`config.mk`:
```
export PLATFORM = sky130hd
export DESIGN_NAME = psp_regs
export DESIGN_NICKNAME = d
export VERILOG_FILES = /design/src/design/psp_pkg.sv /design/src/design/psp_regs.sv
export VERILOG_INCLUDE_DIRS = /design/src /design/src/design
export SDC_FILE = /design/constraint.sdc
export NUM_CORES = 1
export LEC_CHECK = 0
export BUFFER_PORTS_ARGS = -buffer_cell sky130_fd_sc_hd__buf_2
export CAP_MARGIN = 20
export CORE_ASPECT_RATIO = 1.2
export CORE_UTILIZATION = 49
export CTS_BUF_LIST = sky130_fd_sc_hd__clkbuf_4 sky130_fd_sc_hd__clkbuf_8
export DETAILED_ROUTE_END_ITERATION = 8
export GPL_TIMING_DRIVEN = 0
export HOLD_SLACK_MARGIN = 0.12
export PLACE_DENSITY_LB_ADDON = 0.25
export SYNTH_ARGS = -nofsm -noshare
export SYNTH_HDL_FRONTEND = slang
export SYNTH_SLANG_ARGS = --single-unit
```
`constraint.sdc`:
```
create_clock -name clk_sys -period 3.5 [get_ports clk_sys]
set_input_delay 0.175 -clock clk_sys [delete_from_list [all_inputs] [get_ports clk_sys]]
set_output_delay 0.175 -clock clk_sys [all_outputs]
set_load 0.05 [all_outputs]
```
`src/design/psp_defs.svh`:
```
// register offsets, field positions, reset values and timing counts
`ifndef PSP_DEFS_SVH
`define PSP_DEFS_SVH

// register indices; byte address is four times the index
`define PSP_IDX_STATUS      8'h10
`define PSP_IDX_POWER       8'h11
`define PSP_IDX_IRQ_STAT    8'h14
`define PSP_IDX_IRQ_MASK    8'h15

// status word fields
`define PSP_ST_LINK         0
`define PSP_ST_SPEED10      1
`define PSP_ST_DUPLEX       2
`define PSP_ST_LOOPBACK     3
`define PSP_ST_NEG_DONE     4
`define PSP_ST_JABBER       5
`define PSP_ST_REM_FAULT    6
`define PSP_ST_INT_PEND     7
`define PSP_ST_PAGE_RX      8
`define PSP_STAT_RST        16'h0002

// power control word fields
`define PSP_PC_DIS_CLK      15
`define PSP_PC_PS_EN        14
`define PSP_PC_MODE_HI      13
`define PSP_PC_MODE_LO      12
`define PSP_MODE_NORMAL     2'h0
`define PSP_MODE_RSVD       2'h1
`define PSP_MODE_ACTIVE     2'h2
`define PSP_MODE_PASSIVE    2'h3

// interrupt status and mask bits
`define PSP_IRQ_PAGE_RX     0
`define PSP_IRQ_REM_FAULT   1
`define PSP_IRQ_LINK_CHG    2
`define PSP_IRQ_WAKE        3
`define PSP_IRQ_W           4

// axi responses
`define PSP_RESP_OKAY       2'h0
`define PSP_RESP_SLVERR     2'h2

// timing
`define PSP_CLK_HZ          125_000_000
`define PSP_NLP_PERIOD_MS   1400

`endif

```
`src/design/psp_pkg.sv`:
```
// types shared by the status and power control register bank
`default_nettype none
package psp_pkg;

  // whole state of the register bank
  typedef struct packed {
    logic        awReady;
    logic        wReady;
    logic        awHeld;
    logic        wHeld;
    logic [7:0]  awIdx;
    logic [15:0] wData;
    logic [1:0]  wStrb;
    logic        bValid;
    logic [1:0]  bResp;
    logic        arReady;
    logic        rValid;
    logic [31:0] rData;
    logic [1:0]  rResp;
    logic [15:0] stat;
    logic        disClk;
    logic        psEn;
    logic [1:0]  psMode;
    logic [3:0]  irqStat;
    logic [3:0]  irqMask;
    logic        irq;
    logic        clkDisable;
    logic        sleepActive;
    logic        nlpPulse;
    logic [27:0] nlpCnt;
  } psp_state_t;

endpackage : psp_pkg

`default_nettype wire

```
`src/design/psp_regs.sv`:
```
// status word and power control word bank behind an axi4-lite slave
//
// Functional notes
// - page-received bit sets on new page, clears only on expansion read.
// - interrupt-pending bit latches high, clears on interrupt status read.
// - remote-fault bit sets on partner fault, clears on basic status read.
// - jabber bit copies basic jabber flag, only in 10 Mbps operation.
// - negotiation bit reads 1 once automatic negotiation has completed.
// - loopback bit reads 1 while interface loopback is enabled.
// - duplex bit reads 1 in full duplex, 0 in half duplex.
// - link bit copies basic link flag, unaffected by status reads.
// - disable-clock bit acts only while standard power-down is active.
// - mode field: 00 normal, 01 reserved, 10 active sleep; resets 00.
// - active sleep sends a link pulse every 1.4 seconds.
// - mode 11 is passive sleep: no link pulses, wakes on partner.
//
// Chosen here: the AXI4-Lite interface to the registers.
`timescale 1ns/1ps
`default_nettype none
`include "psp_defs.svh"

module psp_regs #(
  parameter int unsigned NLP_CYCLES =
    `PSP_NLP_PERIOD_MS * (`PSP_CLK_HZ / 1000) // pulse period in cycles
) (
  input  wire logic        clk_sys,      // system clock, 125 MHz
  input  wire logic        rst,          // async reset, active high
  input  wire logic        ce,           // clock enable, freezes state
  input  wire logic        awvalid,      // write address valid
  output logic             awready,      // write address ready
  input  wire logic [31:0] awaddr,       // write byte address
  input  wire logic        wvalid,       // write data valid
  output logic             wready,       // write data ready
  input  wire logic [31:0] wdata,        // write data
  input  wire logic [3:0]  wstrb,        // write byte strobes
  output logic             bvalid,       // write response valid
  input  wire logic        bready,       // write response ready
  output logic [1:0]       bresp,        // write response
  input  wire logic        arvalid,      // read address valid
  output logic             arready,      // read address ready
  input  wire logic [31:0] araddr,       // read byte address
  output logic             rvalid,       // read data valid
  input  wire logic        rready,       // read data ready
  output logic [31:0]      rdata,        // read data
  output logic [1:0]       rresp,        // read response
  input  wire logic        pageRxEvt,    // new code-word page received
  input  wire logic        expRead,      // expansion register was read
  input  wire logic        intPendIn,    // internal interrupt pending
  input  wire logic        intStatRead,  // interrupt status reg read
  input  wire logic        remFaultEvt,  // partner signalled remote fault
  input  wire logic        basicRead,    // basic status register read
  input  wire logic        jabberIn,     // basic status jabber flag
  input  wire logic        negDoneIn,    // negotiation complete
  input  wire logic        loopbackIn,   // interface loopback enabled
  input  wire logic        fullDupIn,    // full duplex operation
  input  wire logic        speed10In,    // 10 Mbps operation
  input  wire logic        linkIn,       // basic status link flag
  input  wire logic        pwrDownIn,    // standard power-down active
  input  wire logic        partnerIn,    // energy detect saw a partner
  output logic             clkDisable,   // shut internal clocks down
  output logic             sleepActive,  // sleep power-save in force
  output logic             nlpPulse,     // send one link pulse
  output logic             irq           // level interrupt, active high
);

  psp_pkg::psp_state_t q;
  psp_pkg::psp_state_t n;
  logic                wrGo;
  logic [15:0]         wMask;
  logic [7:0]          arIdx;
  logic                sleepMode;
  logic [3:0]          evts;

  ////////////////////////////////////////////////////////////////////////
  // next state

  // all register bank behaviour in one pass
  always_comb begin
    n         = q;
    wrGo      = q.awHeld && q.wHeld && !q.bValid;
    wMask     = {{8{q.wStrb[1]}}, {8{q.wStrb[0]}}};
    arIdx     = araddr[9:2];
    sleepMode = q.psEn && q.psMode[1];
    evts      = '0;

    // write address and data taken in either order
    if (awvalid && q.awReady) begin
      n.awHeld = 1'b1;
      n.awIdx  = awaddr[9:2];
    end
    if (wvalid && q.wReady) begin
      n.wHeld = 1'b1;
      n.wData = wdata[15:0];
      n.wStrb = wstrb[1:0];
    end
    if (bready && q.bValid) begin
      n.bValid = 1'b0;
    end

    n.stat[`PSP_ST_PAGE_RX] =
      (q.stat[`PSP_ST_PAGE_RX] & ~expRead) | pageRxEvt;
    n.stat[`PSP_ST_INT_PEND] =
      (q.stat[`PSP_ST_INT_PEND] & ~intStatRead) | intPendIn;
    n.stat[`PSP_ST_REM_FAULT] =
      (q.stat[`PSP_ST_REM_FAULT] & ~basicRead) | remFaultEvt;
    // jabber only meaningful at 10 Mbps
    n.stat[`PSP_ST_JABBER]   = jabberIn & speed10In;
    n.stat[`PSP_ST_NEG_DONE] = negDoneIn;
    n.stat[`PSP_ST_LOOPBACK] = loopbackIn;
    n.stat[`PSP_ST_DUPLEX]   = fullDupIn;
    n.stat[`PSP_ST_SPEED10]  = speed10In;
    n.stat[`PSP_ST_LINK]     = linkIn;

    // interrupt events
    evts[`PSP_IRQ_PAGE_RX]   = pageRxEvt;
    evts[`PSP_IRQ_REM_FAULT] = remFaultEvt;
    evts[`PSP_IRQ_LINK_CHG]  = linkIn != q.stat[`PSP_ST_LINK];

    // partner seen in sleep restores full power
    // passive sleep wakes the same way
    if (sleepMode && partnerIn) begin
      n.psEn                = 1'b0;
      n.psMode              = `PSP_MODE_NORMAL;
      evts[`PSP_IRQ_WAKE]   = 1'b1;
    end

    // register write, a power control write with the upper strobe overrides a wake
    if (wrGo) begin
      n.bValid = 1'b1;
      n.awHeld = 1'b0;
      n.wHeld  = 1'b0;
      n.bResp  = `PSP_RESP_OKAY;
      case (q.awIdx)
        `PSP_IDX_STATUS: ;
        `PSP_IDX_POWER: begin
          if (q.wStrb[1]) begin
            n.disClk = q.wData[`PSP_PC_DIS_CLK];
            n.psEn   = q.wData[`PSP_PC_PS_EN];
            n.psMode = q.wData[`PSP_PC_MODE_HI:`PSP_PC_MODE_LO];
          end
        end
        `PSP_IDX_IRQ_STAT: begin
          n.irqStat = q.irqStat & ~(q.wData[3:0] & wMask[3:0]);
        end
        `PSP_IDX_IRQ_MASK: begin
          if (q.wStrb[0]) begin
            n.irqMask = q.wData[3:0];
          end
        end
        default: n.bResp = `PSP_RESP_SLVERR;
      endcase
    end
    // sticky events win over the write-one clear
    n.irqStat = n.irqStat | evts;
    n.awReady = !n.awHeld && !n.bValid;
    n.wReady  = !n.wHeld && !n.bValid;

    // read channel; reading the status word clears nothing
    if (rready && q.rValid) begin
      n.rValid = 1'b0;
    end
    if (arvalid && q.arReady) begin
      n.rValid = 1'b1;
      n.rResp  = `PSP_RESP_OKAY;
      n.rData  = '0;
      case (arIdx)
        `PSP_IDX_STATUS:   n.rData[15:0] = q.stat;
        `PSP_IDX_POWER:    n.rData[15:0] = {q.disClk, q.psEn, q.psMode,
                                            12'h000};
        `PSP_IDX_IRQ_STAT: n.rData[3:0]  = q.irqStat;
        `PSP_IDX_IRQ_MASK: n.rData[3:0]  = q.irqMask;
        default:           n.rResp       = `PSP_RESP_SLVERR;
      endcase
    end
    n.arReady = !n.rValid;

    // clock shutdown gated by standard power-down
    n.clkDisable  = n.disClk && pwrDownIn;
    // modes act only with the enable set
    // only codes 10 and 11 select a sleep
    n.sleepActive = n.psEn && n.psMode[1];

    // link pulse timer runs only in active sleep
    n.nlpPulse = 1'b0;
    if (n.sleepActive && n.psMode == `PSP_MODE_ACTIVE) begin
      if (q.nlpCnt == 28'(NLP_CYCLES - 1)) begin
        n.nlpCnt   = '0;
        n.nlpPulse = 1'b1;
      end else begin
        n.nlpCnt = q.nlpCnt + 28'h000_0001;
      end
    end else begin
      n.nlpCnt = '0;
    end

    n.irq = |(n.irqStat & n.irqMask);
  end

  ////////////////////////////////////////////////////////////////////////
  // state register

  // one flop bank; clock enable freezes everything
  always_ff @(posedge clk_sys or posedge rst) begin
    if (rst) begin
      q      <= '0;
      q.stat <= `PSP_STAT_RST;
    end else if (ce) begin
      q <= n;
    end
  end

  // outputs straight from the state flops
  assign awready     = q.awReady;
  assign wready      = q.wReady;
  assign bvalid      = q.bValid;
  assign bresp       = q.bResp;
  assign arready     = q.arReady;
  assign rvalid      = q.rValid;
  assign rdata       = q.rData;
  assign rresp       = q.rResp;
  assign clkDisable  = q.clkDisable;
  assign sleepActive = q.sleepActive;
  assign nlpPulse    = q.nlpPulse;
  assign irq         = q.irq;
endmodule : psp_regs

`default_nettype wire

```
======== After elaboration in Yosys (flattened, before gate mapping) ========
Cells that the tools add are included.
cells by class
  add/subtract/negate cells ............... 1
  equal/unequal tests ..................... 11
  multiplexer cells ....................... 23
  bitwise gates (word level) .............. 15
  reductions and logical operators ........ 26
operators with widths
  operator                 number
  $eq A8 B5 Y1 const B     8
  $mux W28                 2
  $mux W35                 1
  $add A28 B1 Y28 const B  1
  $eq A28 B28 Y1 const B   1
  $pmux W12 S2             1
  $mux W4                  5
  $logic_and A1 B1 Y1      14
  $and A4 B4 Y4            3
  $mux W12                 1
  $pmux W4 S3              1
  $reduce_or A4 Y1         3
  $reduce_and A2 Y1        4
  $mux W1                  7
  $mux W2                  3
  $mux W3                  2
  $logic_not A1 Y1         5
  $and A1 B1 Y1            4
  $not A4 Y4               1
  $or A4 B4 Y4             1
  $not A1 Y1               3
  $or A1 B1 Y1             3
  $eq A2 B2 Y1 const B     1
  $ne A1 B1 Y1             1
word-level totals
  bits in registers ....................... 106
  bits of input ports ..................... 122
  output and inout port bits .............. 45
  logic and storage cells ................. 100

======== Depth between registers and ports, before layout ========
  depth in word-level cells ............... 9
  depth in mapped cells ................... 8
  depth with buffers taken out ............ 7

======== Worst setup path after synthesis ========
No wires, ideal clock.
  path kind ............................... register to register
  start point ............................. register q[120] (netlist bit)
  end point ............................... register q[3] (netlist bit)
  library setup time ...................... 126 ps
  arrival ................................. 2339 ps
  data required time ...................... 3374 ps
  path slack .............................. 1035 ps
  cell stages (with the launch flop) ...... 7
  path buffers ............................ 1
  period minus slack after synthesis ...... 2465 ps
  path through ............................ dfrtp_1 > or4b_4 > nor4_4 > mux2i_1 > nor2_2 > buf_2 > a221o_1
between the ends
  longest elaborated chain between the ends .. 6
  elaborated cells between the ends (all ways) .. 7
  those cells by class .................... eq/ne (2); mux (3); reduce/logical (2)
ends and longest elaborated chain
  what                                                                         line             RTL
  from (decl)                                                                  psp_regs.sv:66   psp_pkg::psp_state_t q;
  from (signal assigned)                                                       psp_regs.sv:208  q <= n;
  $eq A8 B5 Y1 (*)                                                             psp_regs.sv:133  case (q.awIdx)
  $mux W4 (*)                                                                  psp_regs.sv:133
  $mux W12 (*)                                                                 psp_regs.sv:128  if (wrGo) begin
  $eq A2 B2 Y1 (no source line) / $logic_and A1 B1 Y1 (equally long branches)  --
  $logic_and A1 B1 Y1 (no source line) (*)                                     --
  $mux W28 (*)                                                                 psp_regs.sv:185  if (n.sleepActive && n.psMode == `PSP_MODE_ACTIVE) begin
Every way passes the cells marked *; elsewhere a longest branch is shown, timed or not.
A chain may end at the register's enable or synchronous reset.

======== Worst setup path in the final report ========
  start point ............................. register q[120] (netlist bit)
  end point ............................... register q[9] (netlist bit)
The elaborated chain is that of the path after synthesis.

==> results.cfg <==
[run_status]
status = completed

[clock_tree]
cts_setup_buffers = 0
cts_tree = yes
cts_sinks = 93
clock_latency_ps = 360
cts_max_level = 3
ctsHoldBuffers = 34
cts_buffers = 9
cts.clk_slew.worst_paths_ps = 80
cts-root-buf = clkbuf_8
cts_buffer_depth = 2
cts_resized = 0

[logic_synthesis]
syn_inst = 460
async_reset_ff_share_pct = 100.0
ys_top_cells_by_count = dfrtp_1 (92), nand2_1 (54), buf_4 (36), mux2_2 (28), o21ai_0 (27)
yosys.area.top_type = dfrtp_1
synth_top_area_share_pct = 49.36
seq_area_frac_synth_pct = 49.92
synth_cell_types = 56
synth_area_mm2 = 0.004664
synth_edf_count = 0
yosysMostFrequentCell = dfrtp_1
synthFlopType = dfrtp_1
syn_area_per_cell_um2 = 10.14
ys_seq_elements = 93
yosys-top-cells-area = dfrtp_1 (49%), mux2_2 (6.8%), buf_4 (5.8%)
yosys_warnings = 0

[critical_path]
critPathSlowestCell = mux2i_1
crit_path_end_kind = flip-flop
critPathMaxStageDelay_ps = 770
cp.arrival_ps = 3280
crit_type = reg -> reg
required_ps = 3740
crit_path_start_kind = flip-flop
crit_chain = or4b_4 -> nor4_4 -> mux2i_1 -> nor2_2 -> buf_2 -> o221ai_1 -> o41ai_1
critical_path.max_fanout = 10

[global_routing]
antenna_found_initial = 0
grt_usage_pct = 23.84
grt_remaining_overflow = 0
grt_max_degree = 69
grt_pass1_vias = 3773
grt_pass1_wl_mm = 18.39

[routing]
drt_wl_total_mm = 11.10
post-route-drc-count = 0
ant_nets = 0
first_pass_iters = 4
drt_iter0_drc = 213
via_per_inst = 5.522
wire_per_inst_um = 15.42
vias = 3976

[sta]
whs_ps = 142.5
drv_slew = 0
fin_crit_sh_pct = 87.05
setup_tns_ps = 0
hold_viol_final = 0
fmax_mhz = 328.2
worst_pin_slew_ps = 931.8
setup_viol = 0
min_period_ps = 3047
rsz0062_at_grt = no
max_slew_margin_pct = 37.30
clock_skew_ps = 5.644

[floorplanning]
start_util_pct = 51.10
io_pins = 167
die_x_um = 91.07
die_area_mm2 = 0.009915
core_mm2 = 0.009129
die_y_um = 108.9
num_rows = 38

[final_layout]
design_area_mm2 = 0.005853
area_growth_syn_to_layout_pct = 25.48
num-fill-cells = 776
postLayoutCoreUtil_pct = 64.12
final_nets = 718
drive_above_1_share_pct = 27.17
antennaDiodeCount = 0

[placed_design]
gp_congestion = 0.8854
post_dp_cell_area_mm2 = 0.005260
hpwl_mm = 7.636
io_buffer_count = 68

[pwr]
power_mw = 2.890
peakVddDrop_mv = 0.3666
p_per_area_mw_per_mm2 = 493.7
p_leak_nw = 2.759

[worst_hold_path]
hold_path.class = in -> reg

[job]
maxCapViolations = 0
==> cells in the final DEF (no fill, tap or decap), types with 11 or more instances in the layout <==
cell	instances
a22o_1	18
inv_1	11
nor2_1	18
a31oi_1	25
buf_4	36
o21ai_0	27
clkbuf_1	14
nand2_1	54
nand3_1	16
and3_1	11
a21oi_1	15
mux2_2	28
buf_2	72
dlygate4sd3_1	34
dfrtp_1	92
conb_1	21
==> power breakdown <==
| part | switching [mW] | total, mW | internal (mW) |
|---|---|---|---|
| logic | 0.365 | 0.633 | 0.269 |
| clock network | 0.362 | 0.871 | 0.509 |
| registers | 0.147 | 1.39 | 1.24 |
| total | 0.874 | 2.89 | 2.02 |
==> through the flow <==
step | instances | worst slack (ps)
5_1_grt | 720 | 332.7
4_1_cts | 719 | 472.6
3_3_place_gp | 668 | -157.1
6_report | 720 | 453.4
3_5_place_dp | 669 | 482.1
2_1_floorplan | 480 | 906.3
==> registers in the layout, indices dropped and copies added, names as in the netlist <==
name,count
q,69
rdata,13
arready,1
awready,1
bresp,1
bvalid,1
clkDisable,1
irq,1
nlpPulse,1
rresp,1
rvalid,1
sleepActive,1
wready,1
==> layout make-up <==
type	count	area [µm²]	share of cell area, %
Inverter	12	47.55	0.8123
Sequential cell	93	2328	39.78
Buffer	57	354.1	6.050
Multi-Input combinational cell	318	2012	34.37
Tap cell	120	150.1	2.565
Clock buffer	12	152.6	2.608
Timing Repair Buffer	104	713.2	12.18
Clock inverter	4	95.09	1.625
==> cells by family after synthesis <==
logic type | share of synthesized area, %
mux | 8.476
xor+xnor | 0.7512
flops | 49.92
other cells | 0.08039
compound gates | 15.77
buf+inv | 8.557
fa+ha+maj | 0.2682
simple gates | 16.18
==> layer usage <==
metal / track usage, % / vias up / part of all wire, %
li1: - / 1897 / -
met1: 30.28 / 1927 / 43
met3: 4.742 / 17 / 5.6
met5: 0 / - / 0
met2: 40.75 / 135 / 50
met4: 8.617 / 0 / 1.8
==> worst paths after layout <==
check	from	to	slack (ps)	cells past startpoint
worst min-delay path	wvalid	q[125]$_DFFE_PP0P_	140	3
max in group asynchronous	rst	q[45]$_DFFE_PP1P_	2500	4
worst max register to register	q[120]$_DFFE_PP0P_	q[9]$_DFFE_PP0P_	450	7
worst min register to register	q[27]$_DFFE_PP0P_	q[27]$_DFFE_PP0P_	490	1
worst max-delay path	q[120]$_DFFE_PP0P_	q[9]$_DFFE_PP0P_	450	7
min in group asynchronous	rst	rdata[7]$_DFFE_PP0P_	340	3
==> worst max-delay path, delay by kind of cell (launching register included) <==
kind	cells	cell delay [ps]
AO/OA/AOI/OAI	2	310
buffers and inverters	1	270
flip-flops	1	390
multiplexers	1	770
AND/OR/NAND/NOR	3	1170
(Power assumes the default switching activity.)
